**src/pkg/sctr_pkg.sv**
```systemverilog
// Package: register map, field layout, reset values and timing for the synth calibration test registers
package sctr_pkg;
  // Register offsets
  localparam logic [5:0] ADDR_GAIN_STEP = 6'h26;
  localparam logic [5:0] ADDR_ARRAY_CAL = 6'h27;
  localparam logic [5:0] ADDR_CAL_SETUP = 6'h28;
  localparam logic [5:0] ADDR_CURRENT_CAL = 6'h29;
  localparam logic [5:0] ADDR_PUMP_CTRL = 6'h2A;
  // Writable masks; reserved and read-only bits are dropped
  localparam logic [15:0] MASK_GAIN_STEP = 16'h03FF;
  localparam logic [15:0] MASK_ARRAY_CAL = 16'h0FE0;
  localparam logic [15:0] MASK_CAL_SETUP = 16'hFFFF;
  localparam logic [15:0] MASK_CURRENT_CAL = 16'h7FC0;
  localparam logic [15:0] MASK_PUMP_CTRL = 16'hFFFF;
  // Reset values
  localparam logic [15:0] RST_GAIN_STEP = 16'h012A;
  localparam logic [15:0] RST_ARRAY_CAL = 16'h0200;
  localparam logic [15:0] RST_CAL_SETUP = 16'h5002;
  localparam logic [15:0] RST_CURRENT_CAL = 16'h0600;
  localparam logic [15:0] RST_PUMP_CTRL = 16'h82DD;
  // Field positions
  localparam int MED_HIGH_LSB = 5;
  localparam int LOW_MED_LSB = 0;
  localparam int SETTLE_LONG_BIT = 11;
  localparam int ARRAY_OE_BIT = 10;
  localparam int ARRAY_O_LSB = 5;
  localparam int SKIP_TX_CAL_BIT = 15;
  localparam int MEAS_LONG_BIT = 14;
  localparam int CUR_REF_LSB = 10;
  localparam int CUR_K_LSB = 4;
  localparam int DAC_SEL_BIT = 3;
  localparam int DAC_VAL_LSB = 0;
  localparam int CUR_SPEED_LSB = 13;
  localparam int CUR_OE_BIT = 12;
  localparam int CUR_O_LSB = 6;
  localparam int PUMP_CAL_OFF_BIT = 15;
  localparam int PUMP_OE_BIT = 14;
  localparam int PUMP_UP_BIT = 13;
  localparam int PUMP_DN_BIT = 12;
  localparam int PUMP_OFF_BIT = 11;
  localparam int PD_LONG_BIT = 10;
  localparam int STEP_SEL_LSB = 8;
  localparam int PUMP_END_LSB = 4;
  localparam int PUMP_BEGIN_LSB = 0;
  // Timing
  localparam int CLK_MHZ = 200;
  localparam int CAL_SHORT_US = 37;
  localparam int CAL_LONG_US = 57;
  localparam int CAL_SHORT_CYC = CAL_SHORT_US * CLK_MHZ;
  localparam int CAL_LONG_CYC = CAL_LONG_US * CLK_MHZ;
  localparam int STEP_0_NS = 250;
  localparam int STEP_1_NS = 500;
  localparam int STEP_2_NS = 1000;
  localparam int STEP_3_NS = 4000;
  localparam int STEP_0_CYC = STEP_0_NS * CLK_MHZ / 1000;
  localparam int STEP_1_CYC = STEP_1_NS * CLK_MHZ / 1000;
  localparam int STEP_2_CYC = STEP_2_NS * CLK_MHZ / 1000;
  localparam int STEP_3_CYC = STEP_3_NS * CLK_MHZ / 1000;
  typedef enum logic [2:0] {
    ST_IDLE = 3'b001,
    ST_CAL = 3'b010,
    ST_STEP = 3'b100
  } sctr_state_t;
  // Analog synthesizer controls
  typedef struct packed {
    logic [4:0] osc_array;
    logic [5:0] osc_current_a;
    logic [5:0] osc_current_b;
    logic [3:0] osc_current_reference;
    logic [1:0] osc_current_cal_speed;
    logic osc_settle_long;
    logic tuning_dac_select;
    logic [2:0] tuning_dac_value;
    logic [3:0] pump_current;
    logic pump_enable;
    logic pump_force_up;
    logic pump_force_down;
    logic phase_detector_long_delay;
    logic calibrating;
  } sctr_synth_t;
endpackage : sctr_pkg

```
**src/core/sctr_regs.sv**
```systemverilog
// Synth calibration test register bank with calibration timer and pump current step-down
module sctr_regs (
  input wire logic SYS_CLK, // 200 MHz clock
  input wire logic RESET_N, // Synchronous reset, active low
  input wire logic REG_WR, // Register write strobe
  input wire logic [5:0] REG_ADDR, // Register address
  input wire logic [15:0] REG_WDATA, // Write data
  output logic [15:0] REG_RDATA, // Read data
  input wire logic ENTER_RX, // Pulse: entering receive
  input wire logic ENTER_TX, // Pulse: entering transmit
  input wire logic TX_CAL_STROBE, // Pulse: transmit calibrate command
  input wire logic [4:0] CAL_ARRAY_IN, // Array value from calibration
  input wire logic [5:0] CAL_CURRENT_IN, // Current value from calibration
  input wire logic PD_UP, // Phase detector up pulse
  input wire logic PD_DOWN, // Phase detector down pulse
  input wire logic TUNING_TEST_IN, // Tuning node test input enabled
  output logic [4:0] MED_TO_HIGH_GAIN_STEP, // Gain step medium to high
  output logic [4:0] LOW_TO_MED_GAIN_STEP, // Gain step low to medium
  output logic PUMP_UP, // Pump up drive
  output logic PUMP_DOWN, // Pump down drive
  output logic TUNING_FROM_DAC, // Tuning node driven by DAC
  output sctr_pkg::sctr_synth_t SYNTH // Synth controls
);
  logic [15:0] gain_step_difference;
  logic [15:0] osc_array_calibration;
  logic [15:0] osc_calibration_setup;
  logic [15:0] osc_current_calibration;
  logic [15:0] pump_current_control;
  logic [4:0] osc_array_result;
  logic [5:0] osc_current_result;
  sctr_pkg::sctr_state_t state;
  logic [13:0] cal_count;
  logic [13:0] cal_len;
  logic [9:0] step_count;
  logic [9:0] step_len;
  logic [3:0] pump_current;
  logic cal_start;
  logic [3:0] pump_begin;
  logic [3:0] pump_end;
  logic step_due;
  logic [13:0] cal_age;

  // Register writes; reserved and read-only bits never stored
  always_ff @(posedge SYS_CLK)
  begin
    if (!RESET_N)
    begin
      gain_step_difference <= sctr_pkg::RST_GAIN_STEP;
      osc_array_calibration <= sctr_pkg::RST_ARRAY_CAL;
      osc_calibration_setup <= sctr_pkg::RST_CAL_SETUP;
      osc_current_calibration <= sctr_pkg::RST_CURRENT_CAL;
      pump_current_control <= sctr_pkg::RST_PUMP_CTRL;
    end
    else if (REG_WR)
    begin
      case (REG_ADDR)
        sctr_pkg::ADDR_GAIN_STEP: gain_step_difference <= REG_WDATA & sctr_pkg::MASK_GAIN_STEP;
        sctr_pkg::ADDR_ARRAY_CAL: osc_array_calibration <= REG_WDATA & sctr_pkg::MASK_ARRAY_CAL;
        sctr_pkg::ADDR_CAL_SETUP: osc_calibration_setup <= REG_WDATA & sctr_pkg::MASK_CAL_SETUP;
        sctr_pkg::ADDR_CURRENT_CAL: osc_current_calibration <= REG_WDATA & sctr_pkg::MASK_CURRENT_CAL;
        sctr_pkg::ADDR_PUMP_CTRL: pump_current_control <= REG_WDATA & sctr_pkg::MASK_PUMP_CTRL;
        default: ;
      endcase
    end
  end

  // Read mux, results merged into read-only fields
  always_ff @(posedge SYS_CLK)
  begin
    if (!RESET_N)
      REG_RDATA <= 16'h0000;
    else
    begin
      case (REG_ADDR)
        sctr_pkg::ADDR_GAIN_STEP: REG_RDATA <= gain_step_difference;
        sctr_pkg::ADDR_ARRAY_CAL: REG_RDATA <= osc_array_calibration | {11'h000, osc_array_result};
        sctr_pkg::ADDR_CAL_SETUP: REG_RDATA <= osc_calibration_setup;
        sctr_pkg::ADDR_CURRENT_CAL: REG_RDATA <= osc_current_calibration | {10'h000, osc_current_result};
        sctr_pkg::ADDR_PUMP_CTRL: REG_RDATA <= pump_current_control;
        default: REG_RDATA <= 16'h0000;
      endcase
    end
  end

  assign MED_TO_HIGH_GAIN_STEP = gain_step_difference[sctr_pkg::MED_HIGH_LSB +: 5];
  assign LOW_TO_MED_GAIN_STEP = gain_step_difference[sctr_pkg::LOW_MED_LSB +: 5];

  // Calibration trigger
  assign cal_start = ENTER_RX | TX_CAL_STROBE
    | (ENTER_TX & !osc_calibration_setup[sctr_pkg::SKIP_TX_CAL_BIT]);

  assign cal_len = osc_calibration_setup[sctr_pkg::MEAS_LONG_BIT] ? 14'(sctr_pkg::CAL_LONG_CYC)
    : 14'(sctr_pkg::CAL_SHORT_CYC);

  always_comb
  begin
    case (pump_current_control[sctr_pkg::STEP_SEL_LSB +: 2])
      2'h0: step_len = 10'(sctr_pkg::STEP_0_CYC);
      2'h1: step_len = 10'(sctr_pkg::STEP_1_CYC);
      2'h2: step_len = 10'(sctr_pkg::STEP_2_CYC);
      default: step_len = 10'(sctr_pkg::STEP_3_CYC);
    endcase
  end

  assign pump_begin = pump_current_control[sctr_pkg::PUMP_BEGIN_LSB +: 4];
  assign pump_end = pump_current_control[sctr_pkg::PUMP_END_LSB +: 4];
  assign step_due = (step_count == step_len - 10'h001);

  // Sequencer: calibrate, then step pump current down
  always_ff @(posedge SYS_CLK)
  begin
    if (!RESET_N)
    begin
      state <= sctr_pkg::ST_IDLE;
      cal_count <= 14'h0000;
      step_count <= 10'h000;
      pump_current <= 4'h0;
    end
    else
    begin
      case (state)
        sctr_pkg::ST_IDLE:
        begin
          if (cal_start)
          begin
            state <= sctr_pkg::ST_CAL;
            cal_count <= 14'h0000;
          end
        end
        sctr_pkg::ST_CAL:
        begin
          cal_count <= cal_count + 14'h0001;
          if (cal_count == cal_len - 14'h0001)
          begin
            state <= sctr_pkg::ST_STEP;
            pump_current <= pump_begin;
            step_count <= 10'h000;
          end
        end
        sctr_pkg::ST_STEP:
        begin
          if (cal_start)
          begin
            state <= sctr_pkg::ST_CAL;
            cal_count <= 14'h0000;
          end
          else if (pump_current > pump_end)
          begin
            step_count <= step_due ? 10'h000 : step_count + 10'h001;
            if (step_due)
              pump_current <= pump_current - 4'h1;
          end
        end
        default: state <= sctr_pkg::ST_IDLE;
      endcase
    end
  end

  // Capture calibration results at completion
  always_ff @(posedge SYS_CLK)
  begin
    if (!RESET_N)
    begin
      osc_array_result <= 5'h00;
      osc_current_result <= 6'h00;
    end
    else if (state == sctr_pkg::ST_CAL && cal_count == cal_len - 14'h0001)
    begin
      osc_array_result <= CAL_ARRAY_IN;
      osc_current_result <= CAL_CURRENT_IN;
    end
  end

  // Synth control outputs
  always_ff @(posedge SYS_CLK)
  begin
    if (!RESET_N)
    begin
      SYNTH <= '0;
      PUMP_UP <= 1'b0;
      PUMP_DOWN <= 1'b0;
      TUNING_FROM_DAC <= 1'b0;
    end
    else
    begin
      SYNTH.osc_array <= osc_array_calibration[sctr_pkg::ARRAY_OE_BIT]
        ? osc_array_calibration[sctr_pkg::ARRAY_O_LSB +: 5] : osc_array_result;
      SYNTH.osc_current_a <= osc_current_calibration[sctr_pkg::CUR_OE_BIT]
        ? osc_current_calibration[sctr_pkg::CUR_O_LSB +: 6] : osc_current_result;
      SYNTH.osc_current_b <= osc_calibration_setup[sctr_pkg::CUR_K_LSB +: 6];
      SYNTH.osc_current_reference <= osc_calibration_setup[sctr_pkg::CUR_REF_LSB +: 4];
      SYNTH.osc_current_cal_speed <= osc_current_calibration[sctr_pkg::CUR_SPEED_LSB +: 2];
      SYNTH.osc_settle_long <= osc_array_calibration[sctr_pkg::SETTLE_LONG_BIT];
      SYNTH.tuning_dac_select <= osc_calibration_setup[sctr_pkg::DAC_SEL_BIT];
      SYNTH.tuning_dac_value <= osc_calibration_setup[sctr_pkg::DAC_VAL_LSB +: 3];
      SYNTH.pump_current <= pump_current_control[sctr_pkg::PUMP_OE_BIT] ? pump_begin : pump_current;
      SYNTH.pump_enable <= !(state == sctr_pkg::ST_CAL
        && pump_current_control[sctr_pkg::PUMP_CAL_OFF_BIT]);
      SYNTH.pump_force_up <= pump_current_control[sctr_pkg::PUMP_UP_BIT];
      SYNTH.pump_force_down <= pump_current_control[sctr_pkg::PUMP_DN_BIT];
      SYNTH.phase_detector_long_delay <= pump_current_control[sctr_pkg::PD_LONG_BIT];
      SYNTH.calibrating <= (state == sctr_pkg::ST_CAL);
      TUNING_FROM_DAC <= !TUNING_TEST_IN && osc_calibration_setup[sctr_pkg::DAC_SEL_BIT];
      PUMP_UP <= pump_current_control[sctr_pkg::PUMP_UP_BIT]
        | (PD_UP & !pump_current_control[sctr_pkg::PUMP_OFF_BIT]);
      PUMP_DOWN <= pump_current_control[sctr_pkg::PUMP_DN_BIT]
        | (PD_DOWN & !pump_current_control[sctr_pkg::PUMP_OFF_BIT]);
    end
  end

  // Cycles spent in the current calibration, for the timing checks
  always_ff @(posedge SYS_CLK)
  begin
    if (!RESET_N)
      cal_age <= 14'h0000;
    else if (state == sctr_pkg::ST_CAL)
      cal_age <= cal_age + 14'h0001;
    else
      cal_age <= 14'h0000;
  end

  // Assertions
  property p_tx_skip;
    @(posedge SYS_CLK) disable iff (!RESET_N)
    (state != sctr_pkg::ST_CAL && ENTER_TX && !ENTER_RX && !TX_CAL_STROBE
      && osc_calibration_setup[sctr_pkg::SKIP_TX_CAL_BIT]) |=> state != sctr_pkg::ST_CAL;
  endproperty
  a_tx_skip: assert property (p_tx_skip) else $error("tx entry calibrated despite skip");
  property p_array_ovr;
    @(posedge SYS_CLK) disable iff (!RESET_N)
    osc_array_calibration[sctr_pkg::ARRAY_OE_BIT] && $stable(osc_array_calibration)
      |=> SYNTH.osc_array == $past(osc_array_calibration[9:5]);
  endproperty
  a_array_ovr: assert property (p_array_ovr) else $error("array override ignored");
  property p_cur_ovr;
    @(posedge SYS_CLK) disable iff (!RESET_N)
    osc_current_calibration[sctr_pkg::CUR_OE_BIT] |=> SYNTH.osc_current_a == $past(osc_current_calibration[11:6]);
  endproperty
  a_cur_ovr: assert property (p_cur_ovr) else $error("current override ignored");
  property p_pump_cal_off;
    @(posedge SYS_CLK) disable iff (!RESET_N)
    (state == sctr_pkg::ST_CAL && pump_current_control[15]) |=> !SYNTH.pump_enable;
  endproperty
  a_pump_cal_off: assert property (p_pump_cal_off) else $error("pump on during calibration");
  property p_manual_off;
    @(posedge SYS_CLK) disable iff (!RESET_N)
    (pump_current_control[11] && !pump_current_control[13] && !pump_current_control[12]) |=> !PUMP_UP && !PUMP_DOWN;
  endproperty
  a_manual_off: assert property (p_manual_off) else $error("pump pulses not masked");
  property p_force_up;
    @(posedge SYS_CLK) disable iff (!RESET_N)
    pump_current_control[13] |=> PUMP_UP;
  endproperty
  a_force_up: assert property (p_force_up) else $error("force up not applied");
  property p_step_floor;
    @(posedge SYS_CLK) disable iff (!RESET_N)
    (state == sctr_pkg::ST_STEP && $past(state) == sctr_pkg::ST_STEP && $stable(pump_current_control))
      |-> pump_current >= pump_end || pump_current == pump_begin;
  endproperty
  a_step_floor: assert property (p_step_floor) else $error("pump stepped below end");
  property p_step_one;
    @(posedge SYS_CLK) disable iff (!RESET_N)
    (state == sctr_pkg::ST_STEP && $past(state) == sctr_pkg::ST_STEP && pump_current != $past(pump_current))
      |-> pump_current == $past(pump_current) - 4'h1;
  endproperty
  a_step_one: assert property (p_step_one) else $error("pump step not one code");
  property p_cal_short;
    @(posedge SYS_CLK) disable iff (!RESET_N)
    (state == sctr_pkg::ST_CAL && !osc_calibration_setup[sctr_pkg::MEAS_LONG_BIT])
      |-> cal_age < 14'(sctr_pkg::CAL_SHORT_CYC);
  endproperty
  a_cal_short: assert property (p_cal_short) else $error("short calibration too long");
  property p_cal_long;
    @(posedge SYS_CLK) disable iff (!RESET_N)
    (state == sctr_pkg::ST_CAL && osc_calibration_setup[sctr_pkg::MEAS_LONG_BIT])
      |-> cal_age < 14'(sctr_pkg::CAL_LONG_CYC);
  endproperty
  a_cal_long: assert property (p_cal_long) else $error("long calibration too long");
  property p_cal_min;
    @(posedge SYS_CLK) disable iff (!RESET_N)
    (state == sctr_pkg::ST_CAL && cal_age < 14'(sctr_pkg::CAL_SHORT_CYC - 1))
      |=> state == sctr_pkg::ST_CAL;
  endproperty
  a_cal_min: assert property (p_cal_min) else $error("calibration ended early");
  property p_rx_cal;
    @(posedge SYS_CLK) disable iff (!RESET_N)
    (state != sctr_pkg::ST_CAL && ENTER_RX) |=> state == sctr_pkg::ST_CAL;
  endproperty
  a_rx_cal: assert property (p_rx_cal) else $error("receive entry not calibrated");
  property p_pump_begin;
    @(posedge SYS_CLK) disable iff (!RESET_N)
    (state == sctr_pkg::ST_STEP && $past(state) == sctr_pkg::ST_CAL)
      |-> pump_current == $past(pump_begin);
  endproperty
  a_pump_begin: assert property (p_pump_begin) else $error("pump not started at begin");
  property p_step_hold;
    @(posedge SYS_CLK) disable iff (!RESET_N)
    (state == sctr_pkg::ST_STEP && !cal_start && pump_current <= pump_end)
      |=> pump_current == $past(pump_current);
  endproperty
  a_step_hold: assert property (p_step_hold) else $error("pump moved after end");
  property p_pump_ovr;
    @(posedge SYS_CLK) disable iff (!RESET_N)
    pump_current_control[sctr_pkg::PUMP_OE_BIT] |=> SYNTH.pump_current == $past(pump_begin);
  endproperty
  a_pump_ovr: assert property (p_pump_ovr) else $error("pump override ignored");
  property p_force_down;
    @(posedge SYS_CLK) disable iff (!RESET_N)
    pump_current_control[sctr_pkg::PUMP_DN_BIT] |=> PUMP_DOWN;
  endproperty
  a_force_down: assert property (p_force_down) else $error("force down not applied");
  property p_tuning_test;
    @(posedge SYS_CLK) disable iff (!RESET_N)
    TUNING_TEST_IN |=> !TUNING_FROM_DAC;
  endproperty
  a_tuning_test: assert property (p_tuning_test) else $error("tuning source ignores test input");
  property p_cur_b;
    @(posedge SYS_CLK) disable iff (!RESET_N)
    osc_current_calibration[sctr_pkg::CUR_OE_BIT]
      |=> SYNTH.osc_current_b == $past(osc_calibration_setup[sctr_pkg::CUR_K_LSB +: 6]);
  endproperty
  a_cur_b: assert property (p_cur_b) else $error("current B override wrong");

  // Main scenarios
  c_cal: cover property (@(posedge SYS_CLK) disable iff (!RESET_N)
    state == sctr_pkg::ST_CAL ##1 state == sctr_pkg::ST_STEP);
  c_step: cover property (@(posedge SYS_CLK) disable iff (!RESET_N)
    state == sctr_pkg::ST_STEP && step_due);
  c_txcal: cover property (@(posedge SYS_CLK) disable iff (!RESET_N)
    TX_CAL_STROBE && state != sctr_pkg::ST_CAL);
  c_cal_long: cover property (@(posedge SYS_CLK) disable iff (!RESET_N)
    osc_calibration_setup[sctr_pkg::MEAS_LONG_BIT] && cal_age == 14'(sctr_pkg::CAL_LONG_CYC - 1));
  c_hold: cover property (@(posedge SYS_CLK) disable iff (!RESET_N)
    state == sctr_pkg::ST_STEP && pump_current == pump_end && pump_current != pump_begin);
endmodule : sctr_regs

```
**config.mk**
```make
export PLATFORM = sky130hd
export DESIGN_NAME = sctr_regs
export DESIGN_NICKNAME = d
export VERILOG_FILES = /design/src/pkg/sctr_pkg.sv /design/src/core/sctr_regs.sv
export SDC_FILE = /design/constraint.sdc
export NUM_CORES = 1
export LEC_CHECK = 0
export ABC_AREA = 1
export BUFFER_PORTS_ARGS = -buffer_cell sky130_fd_sc_hd__buf_2
export CAP_MARGIN = 20
export CORE_MARGIN = 2
export CORE_UTILIZATION = 55
export CTS_CLUSTER_SIZE = 10
export DETAILED_ROUTE_END_ITERATION = 8
export PLACE_DENSITY = 0.78
export SETUP_SLACK_MARGIN = 0.5
export SLEW_MARGIN = 5
export SYNTH_ARGS = -nofsm -noshare
export SYNTH_HDL_FRONTEND = slang
export SYNTH_SLANG_ARGS = --single-unit
export TNS_END_PERCENT = 50
```
**constraint.sdc**
```tcl
create_clock -name SYS_CLK -period 2.3 [get_ports SYS_CLK]
set_clock_uncertainty 0.15 [all_clocks]
set_input_delay 0.115 -clock SYS_CLK [delete_from_list [all_inputs] [get_ports SYS_CLK]]
set_output_delay 0.115 -clock SYS_CLK [all_outputs]
set_load 0.02 [all_outputs]
```
==> run metrics, run 1 <==
Seq/Total Area, Yosys 47.4%; Crit path required time 2.51 ns; worst-skew pair later-pin latency 0.43 ns; hold path depth 6; MaxCap Viol Count 0; CP max stage cell dfxtp_4; DRC viols 0; Layout Nets 1081; FF-to-FF path depth 14; Cell Area, Synth 6590 um2; clk sinks 156; post-synthesis cell type count 43; status complete, no violations; vias 6407; crit path max fanout 6; GR Layer Usage met2 45.7%; first-pass GRT wire length 28500 um; Pwr per Cell Area 717 nW/um2; I/O Buffers 107; largest net degree at the start of global routing 108; Async SR Flop Fraction 0%; most frequent cell on the critical path nor2_1; First DRT Iteration DRCs 718; Num CTS Buffers 17; clock-pin slew on the worst setup and hold paths 0.06 ns; CORE AREA 11600 um2; height of the chip 113 um; Pins Over Slew Limit 0; Worst R2R End pump_current[2]; Worst IR Drop VDD 473 uV; overall power 6.05 mW; CTS tree yes; Slew headroom 55.3%; ANT nets after route 0; RSZ-0062 raised after global routing true; Final TNS setup 0 ns; Yosys reg bits 156; Overflow after GRT 0; H-tree depth 4; critical path arrival 2.06 ns; Die Span X 113 um; achievable clock frequency 540 MHz; Synth Flop Type dfxtp_1; placed wire-length estimate 11900 um; met1 Use GR 35.9%; final period utilization 80.5%; Syn Inst Count 872; reg2reg start pump_current_control[9]; Max clock buf depth 2; register-to-register path setup slack 0.45 ns; met3 usage in global routing 6.16%; I/O pin total 108; CP cell instances inv_4, ha_4, inv_2, nand2_2, nand2_1, nor2_1, nand2_1, nor2_2, nand2_2, nand2_4, inv_6, nor2_4, nor2_1, nor2_1; # setup viols final 0; Total Routed Length 18300 um; Area Overhead vs Synth 28.0%; Post-Syn Nets 927; Leakage 3.84 nW; Hold Path End state[2]; worst-margin pin slew 0.670 ns; Min Clock Period, post-route 1.85 ns; Synth Area per Inst 7.55 um2; delay-heaviest family, CP simple AND/OR/NAND/NOR gates; Ys Warns 0; Hold Crit Class primary input to flip-flop; Avg WL per Cell 15.5 um; Critical Path Start Type flip-flop; Via-to-Cell Ratio 5.42; vias in the first global route 5956; initial core utilization 57.0%; GRT Overall Usage 28.2%; grt peak-use layer met2; root buf cell clkbuf_16; initial antenna violation count 0; 1st-pass router iterations 6; CP bufs+invs 3; critical path's largest stage delay 0.39 ns; Final Hold Viols 0; WHS 0.0443 ns; # rows 39; ANT cells 0; die footprint 12900 um2; share of layout cells above drive strength 1 22.7%; CP endpoint kind flip-flop; EDFF count, synth 0; gpl congestion 0.930; Setup CP Type flip-flop to flip-flop; min-delay src ENTER_TX
layer usage:
metal / wire length [um] / part of all wire, %
met5: 0 / 0
met3: 1570 / 8.6
met1: 7700 / 42
met4: 652 / 3.6
met2: 8390 / 46
how the worst max path moves through the flow:
stage | depth (start not counted) | slack [ns] | from | end
final | 14 | 0.45 | pump_current_control[9] | pump_current[2]
after global routing | 14 | 0.28 | pump_current_control[9] | pump_current[2]
after CTS | 14 | 0.49 | pump_current_control[8] | pump_current[3]
after detailed placement | 14 | 0.21 | pump_current_control[8] | pump_current[1]
after global placement | 14 | 0.31 | pump_current_control[9] | pump_current[2]
after floorplan | 14 | 0.50 | pump_current_control[9] | pump_current[2]
power breakdown:
| group | total [mW] | switching, mW | internal [mW] |
|---|---|---|---|
| logic | 0.458 | 0.286 | 0.172 |
| registers | 2.77 | 0.0326 | 2.74 |
| clock network | 2.82 | 1.17 | 1.64 |
final cells by class:
class	instances	area (um2)
Clock inverter	14	156
Clock buffer	18	439
Timing Repair Buffer	162	1070
Fill cell	829	3130
Inverter	118	458
Tap cell	143	179
Sequential cell	156	3140
Multi-Input combinational cell	571	3000
tightest hold or removal path, delay by kind of cell:
| kind | cells | cell delay (ns) |
|---|---|---|
| and+or+nand+nor | 2 | 0.21 |
| AOI/OAI and AO/OA | 2 | 0.11 |
| buffers and inverters | 2 | 0.13 |
cell usage in the layout, fill, tap and decap left out, types with 7 or more instances in the layout:
cell	Yosys	layout
a21oi_1	74	74
buf_2	5	106
buf_4	2	15
clkbuf_16	0	17
dfxtp_1	156	148
dlygate4sd3_1	0	38
ha_1	13	8
inv_1	106	100
inv_2	12	14
nand2_1	165	161
nand2_2	7	10
nand3_1	35	33
nand3_2	6	7
nor2_1	106	103
nor2_4	6	9
o211ai_1	9	9
o21ai_0	94	91
per-stage QoR:
step	instances	util [%]	cell area, um2	setup slack (ns)
after floorplan	872	-	6590	0.504
after global placement	1104	62.6	7240	0.314
after detailed placement	1104	62.6	7240	0.213
after CTS	1179	72.2	8340	0.494
after global routing	1182	72.9	8430	0.281
final	1182	72.9	8430	0.448
synthesized netlist by cell type, types with 4 or more instances:
master / count / area, um2
nand3_1: 35 / 175
a21oi_1: 74 / 370
nand2_1: 165 / 619
ha_1: 13 / 163
nand3_2: 6 / 60.1
a211oi_1: 5 / 37.5
nand2_2: 7 / 43.8
o22ai_1: 6 / 37.5
buf_6: 4 / 45.0
clkbuf_1: 15 / 56.3
buf_2: 5 / 25.0
nor2_1: 106 / 398
inv_1: 106 / 398
o21ai_0: 94 / 470
inv_2: 12 / 45.0
nor2_4: 6 / 67.6
nor3_1: 7 / 35.0
o211ai_1: 9 / 67.6
dfxtp_1: 156 / 3120
kinds of logic after synthesis:
logic type / count (synthesis) / share of synthesized area [%]
XOR/XNOR: 3 / 0.399
AO/OA/AOI/OAI: 204 / 16.9
buffers and inverters: 146 / 8.99
flip-flops: 156 / 47.4
AND/OR/NAND/NOR: 350 / 23.8
adder cells (fa/ha/maj): 13 / 2.47
registers in the layout (all words and copies together) (netlist names), 7 cells and up:
signal,count
pump_current_control,16
osc_array_calibration,7
osc_current_calibration,9
REG_RDATA,16
osc_calibration_setup,16
step_count,10
cal_count,14
SYNTH,37
gain_step_difference,10
timing repair:
item / in CTS / in global routing
gates cloned: 1 / 0
pin swaps: 7 / 13
setup buffers: 4 / 3
gates resized for setup: 28 / 23
setup endpoints to repair: 16 / 31
endpoints found under the hold margin: 85 / 0
hold buffers: 38 / 0
No activity file was read; power rests on OpenSTA's default activity.
==> inputs of run 2 (changes only) <==
--- a/config.mk
+++ b/config.mk
@@ -5,7 +5,7 @@
 export SDC_FILE = /design/constraint.sdc
 export NUM_CORES = 1
 export LEC_CHECK = 0
-export ABC_AREA = 1
+export ABC_AREA = 0
 export BUFFER_PORTS_ARGS = -buffer_cell sky130_fd_sc_hd__buf_2
 export CAP_MARGIN = 20
 export CORE_MARGIN = 2
==> constraint.sdc (replaced) <==
create_clock -name SYS_CLK -period 1.8 [get_ports SYS_CLK]
set_clock_uncertainty 0.15 [all_clocks]
set_input_delay 0.09 -clock SYS_CLK [delete_from_list [all_inputs] [get_ports SYS_CLK]]
set_output_delay 0.09 -clock SYS_CLK [all_outputs]
set_load 0.02 [all_outputs]
==> run metrics, run 2 <==
status complete, but fails checks; failing checks negative setup slack; H-tree depth 4; Slew headroom 49.1%; Ys Warns 0; most common cell in the netlist dfxtp_1; EDFF count, synth 0; # setup viols final 28; Num CTS Buffers 17; Pwr per Cell Area 838 nW/um2; placed wire-length estimate 12500 um; Setup CP Type flip-flop to flip-flop; achievable clock frequency 450 MHz; First DRT Iteration DRCs 717; commonest non-fill, non-tap cell in the layout dfxtp_1; Synth Area per Inst 9.08 um2; Final Hold Viols 0; Total Routed Length 21600 um; I/O pin total 108; most frequent cells in the layout dfxtp_1, nand2_1, buf_2, buf_4, nor2b_1; I/O Buffers 107; CORE AREA 11900 um2; die footprint 13000 um2; Worst IR Drop VDD 694 uV; Max clock buf depth 2; initial core utilization 55.7%; Leakage 3.82 nW; # rows 40; vias in the first global route 6294; ANT nets after route 0; clk sinks 156; Reg with most FFs SYNTH; DRC viols 0; RSZ-0062 raised after global routing true; root buf cell clkbuf_16; Post-Syn Nets 786; Hold Crit Class primary input to flip-flop; synth cell count leaders dfxtp_1, nand2_1, clkbuf_1; Overflow after GRT 0; Largest register FFs 37; Pins Over Slew Limit 0; crit path max fanout 3; gpl congestion 0.881; Seq/Total Area, Yosys 47.1%; Crit path required time 2.01 ns; min-delay src RESET_N; final period utilization 123%; largest net degree at the start of global routing 96; first-pass GRT wire length 31100 um; Inst Count DP 1022; fin worst setup slack -0.422 ns; worst-skew pair later-pin latency 0.43 ns; CTS tree yes; Yosys reg bits 156; largest area contributor in the synthesized netlist dfxtp_1; GRT Overall Usage 30.8%; Min Clock Period, post-route 2.22 ns; vias 6562; Critical Path Start Type flip-flop; Avg WL per Cell 19.7 um; share of layout cells above drive strength 1 34.7%; post-synthesis cell type count 54; top cells by area, synth dfxtp_1, nand2_1, mux2i_1, nor2b_1, a21boi_1; height of the chip 114 um; Placed Area 7880 um2; critical path arrival 2.43 ns; initial antenna violation count 0; Area Overhead vs Synth 40.3%; Async SR Flop Fraction 0%; ANT cells 0; Cell Area, Synth 6640 um2; clock-pin slew on the worst setup and hold paths 0.07 ns; fill count 696; Setup crit start cal_count[0]; Final Cell Area 9310 um2; reg2reg start cal_count[0]; 1st-pass router iterations 5; worst-margin pin slew 0.764 ns; CP endpoint kind flip-flop; MaxCap Viol Count 0; Syn Inst Count 731; top-area cell type share of the netlist area 47.1%; Via-to-Cell Ratio 5.97; Synth Flop Type dfxtp_1; Die Span X 114 um; Final Non-Filler Cells 1100; Layout Nets 995
## run 2: timing repair
item	in CTS	in global routing
hold buffers	33	0
setup endpoints to repair	42	76
resized for setup	61	35
buffers inserted	4	7
hold endpoints to repair	89	0
pin swaps	28	23
gates cloned	2	0
## run 2: kinds of logic after synthesis
logic type	synth area share, %
buffers and inverters	3.24
adders and majority gates	2.45
xor gates and xnor gates	2.24
DFF	47.1
muxes	7.22
and+or+nand+nor	22.7
AOI/OAI and AO/OA	15.1
## run 2: metal layers
layer  vias to the layer above  share of wire [%]  wire length (um)  GRT usage (%)
li1                       2937                  -                 -              -
met1                      3142                 39              8420           35.5
met2                       381                 49             10700           53.7
met3                       102                7.1              1530           7.55
met4                         0                4.6               989           14.8
met5                         -                  0                 0              0
## run 2: final timing paths
kind | depth (start not counted) | to | slack, ns
worst min-delay path | 3 | gain_step_difference[1] | 0.04
worst min register to register | 2 | pump_current_control[10] | 0.32
worst max register to register | 9 | pump_current[1] | -0.42
worst max-delay path | 9 | pump_current[1] | -0.42
## run 2: cell type report
class	instances	area, um2	area share [%]
multi-input combinational	519	3670	39.4
sequential	156	3150	33.8
timing repair buffer	231	1630	17.5
clock buffer	19	453	4.86
tap	147	184	1.98
clock inverter	13	171	1.84
inverter	15	58.8	0.632
## run 2: power by group
group	switching, mW	internal [mW]
sequential	0.0206	3.47
combinational	0.269	0.248
clock	1.60	2.19
total	1.89	5.91
## run 2: per-stage QoR
step	utilization (%)	power, mW	hold WS (ns)	TNS, ns	setup WS [ns]
2_1_floorplan	-	3.79	0.0116	-7.85	-0.386
3_3_place_gp	66.2	3.94	0.0969	-9.23	-0.441
3_5_place_dp	66.2	3.95	0.102	-10.79	-0.506
4_1_cts	76.5	7.74	0.0191	-7.21	-0.352
5_1_grt	78.2	7.97	0.0465	-11.63	-0.528
6_report	78.2	7.80	0.0390	-8.89	-0.422
## run 2: worst max-delay path, stage by stage (launching register included)
cell	delay [ns]
dfxtp_2	0.35
ha_4	0.14
nand2_2	0.05
or4_4	0.45
nor4b_4	0.25
buf_4	0.20
o21ai_4	0.07
buf_4	0.17
nor2_4	0.14
mux2i_1	0.19
==> inputs of run 3 (changes only) <==
--- a/config.mk
+++ b/config.mk
@@ -9,10 +9,10 @@
 export BUFFER_PORTS_ARGS = -buffer_cell sky130_fd_sc_hd__buf_2
 export CAP_MARGIN = 20
 export CORE_MARGIN = 2
-export CORE_UTILIZATION = 55
-export CTS_CLUSTER_SIZE = 10
+export CORE_UTILIZATION = 53
+export CTS_CLUSTER_SIZE = 28
 export DETAILED_ROUTE_END_ITERATION = 8
-export PLACE_DENSITY = 0.78
+export PLACE_DENSITY = 0.76
 export SETUP_SLACK_MARGIN = 0.5
 export SLEW_MARGIN = 5
 export SYNTH_ARGS = -nofsm -noshare
==> run metrics, run 3 (synthesis results as in run 2) <==
Overflow after GRT 0; achievable clock frequency 442 MHz; root buf cell clkbuf_16; Final Hold Viols 1; CP endpoint kind flip-flop; NetSw 1.76 mW; Area Overhead vs Synth 39.7%; crit path max fanout 6; area of the multi-input gates 3590 um2; Pins Over Slew Limit 0; Via-to-Cell Ratio 5.66; min-delay src RESET_N; Crit path required time 1.97 ns; Leakage 3.77 nW; gpl congestion 0.876; Slew headroom 50.2%; Inst Count DP 1043; Hold Crit Class primary input to flip-flop; initial antenna violation count 0; hold path depth 3; clk sinks 156; Num CTS Buffers 17; commonest non-fill, non-tap cell in the layout dfxtp_1; Placed Area 7920 um2; Pwr per Cell Area 826 nW/um2; clock power share 47.7%; Critical Path Start Type flip-flop; # rows 40; worst-margin pin slew 0.746 ns; CP cell instances ha_4, nand2_2, or4_4, nor4b_4, buf_6, buf_12, buf_12, mux2i_1, nor2b_1; status complete, but fails checks; # setup viols final 37; H-tree depth 4; most frequent cells in the layout dfxtp_1, nand2_1, buf_2, buf_4; ANT nets after route 0; Reg area 3140 um2; GRT Overall Usage 29.1%; placed wire-length estimate 12700 um; sequential share of power 45.6%; worst-skew pair later-pin latency 0.43 ns; Final Cell Area 9270 um2; fill count 821; CP bufs+invs 3; Max clock buf depth 2; Worst R2R End osc_array_result[1]; largest net degree at the start of global routing 58; RSZ-0062 raised after global routing true; share of layout cells above drive strength 1 33.5%; initial core utilization 54.8%; I/O Buffers 107; height of the chip 116 um; MaxCap Viol Count 0; die footprint 13400 um2; CP max stage cell or4_4; Die Span X 116 um; vias in the first global route 6141; FF-to-FF path depth 9; Avg WL per Cell 18.2 um; reg2reg start cal_count[0]; critical path's largest stage delay 0.44 ns; Layout Nets 996; most frequent cell on the critical path buf_12; failing checks negative hold slack, negative setup slack; CORE AREA 12100 um2; fin worst setup slack -0.463 ns; DRC viols 0; Total Routed Length 20400 um; WHS -0.00403 ns; Largest register FFs 37; 1st-pass router iterations 7; final period utilization 126%; Int Power 5.90 mW; first-pass GRT wire length 29900 um; First DRT Iteration DRCs 625; I/O pin total 108; register-to-register path setup slack -0.46 ns; vias 6340; Hold Path End step_count[8]; Worst IR Drop VDD 817 uV; Reg with most FFs SYNTH; delay-heaviest family, CP simple AND/OR/NAND/NOR gates; ANT cells 0; Min Clock Period, post-route 2.26 ns; critical path arrival 2.43 ns; Setup CP Type flip-flop to flip-flop; Sw Share 22.9%; Gate power share 6.7%; Final Non-Filler Cells 1121; clock-pin slew on the worst setup and hold paths 0.06 ns; CTS tree yes
## run 3: tightest hold or removal path, stage by stage
cell     delay [ns]
buf_4          0.17
or3b_2         0.20
o22ai_1        0.06
## run 3: layout make-up
cell class	count	area share, %
timing repair buffer	232	18.1
clock buffer	18	4.63
inverter	15	0.607
tap	168	2.27
clock inverter	13	1.78
multi-input combinational	519	38.7
sequential	156	33.9
## run 3: worst max-delay path by stage
stage	startpoint	end	slack [ns]	cells past startpoint
5_1_grt	cal_count[0]	osc_array_result[1]	-0.50	9
4_1_cts	pump_current_control[8]	pump_current[3]	-0.35	8
3_5_place_dp	cal_count[0]	step_count[9]	-0.48	7
3_3_place_gp	cal_count[0]	step_count[9]	-0.44	7
2_1_floorplan	cal_count[0]	pump_current[3]	-0.39	7
6_report	cal_count[0]	osc_array_result[1]	-0.46	9
## run 3: power groups by stage
| stage | clock (mW) | sequential, mW | combinational [mW] |
|---|---|---|---|
| 6_report | 3.66 | 3.49 | 0.509 |
| 5_1_grt | 3.83 | 3.49 | 0.536 |
| 4_1_cts | 3.66 | 3.50 | 0.458 |
| 3_5_place_dp | 0 | 3.57 | 0.385 |
| 3_3_place_gp | 0 | 3.57 | 0.375 |
| 2_1_floorplan | 0 | 3.58 | 0.204 |
## run 3: timing repair
action                     in CTS  in global routing
buffers inserted                3                  6
gates cloned                    2                  0
setup endpoints to repair      43                 66
hold buffers                   33                  3
resized for setup              34                 41
hold endpoints to repair       87                  9
pin swaps                      19                 33
## run 3: stage by stage
stage / utilization, % / power (mW) / setup TNS, ns / worst slack, ns
final: 76.5 / 7.66 / -9.05 / -0.463
after global routing: 76.5 / 7.86 / -11.13 / -0.500
after CTS: 74.6 / 7.62 / -7.15 / -0.346
after detailed placement: 65.4 / 3.96 / -10.69 / -0.480
after global placement: 65.4 / 3.94 / -9.32 / -0.444
after floorplan: - / 3.79 / -7.85 / -0.386
## run 3: per-layer routing
metal | wire [um] | vias up | part of all wire [%] | GRT usage, %
met5 | 0 | - | 0 | 0
met4 | 646 | 0 | 3.2 | 11.7
met3 | 1470 | 71 | 7.2 | 7.01
met2 | 10200 | 324 | 50 | 50.3
met1 | 8010 | 3004 | 39 | 34.8
li1 | - | 2941 | - | -
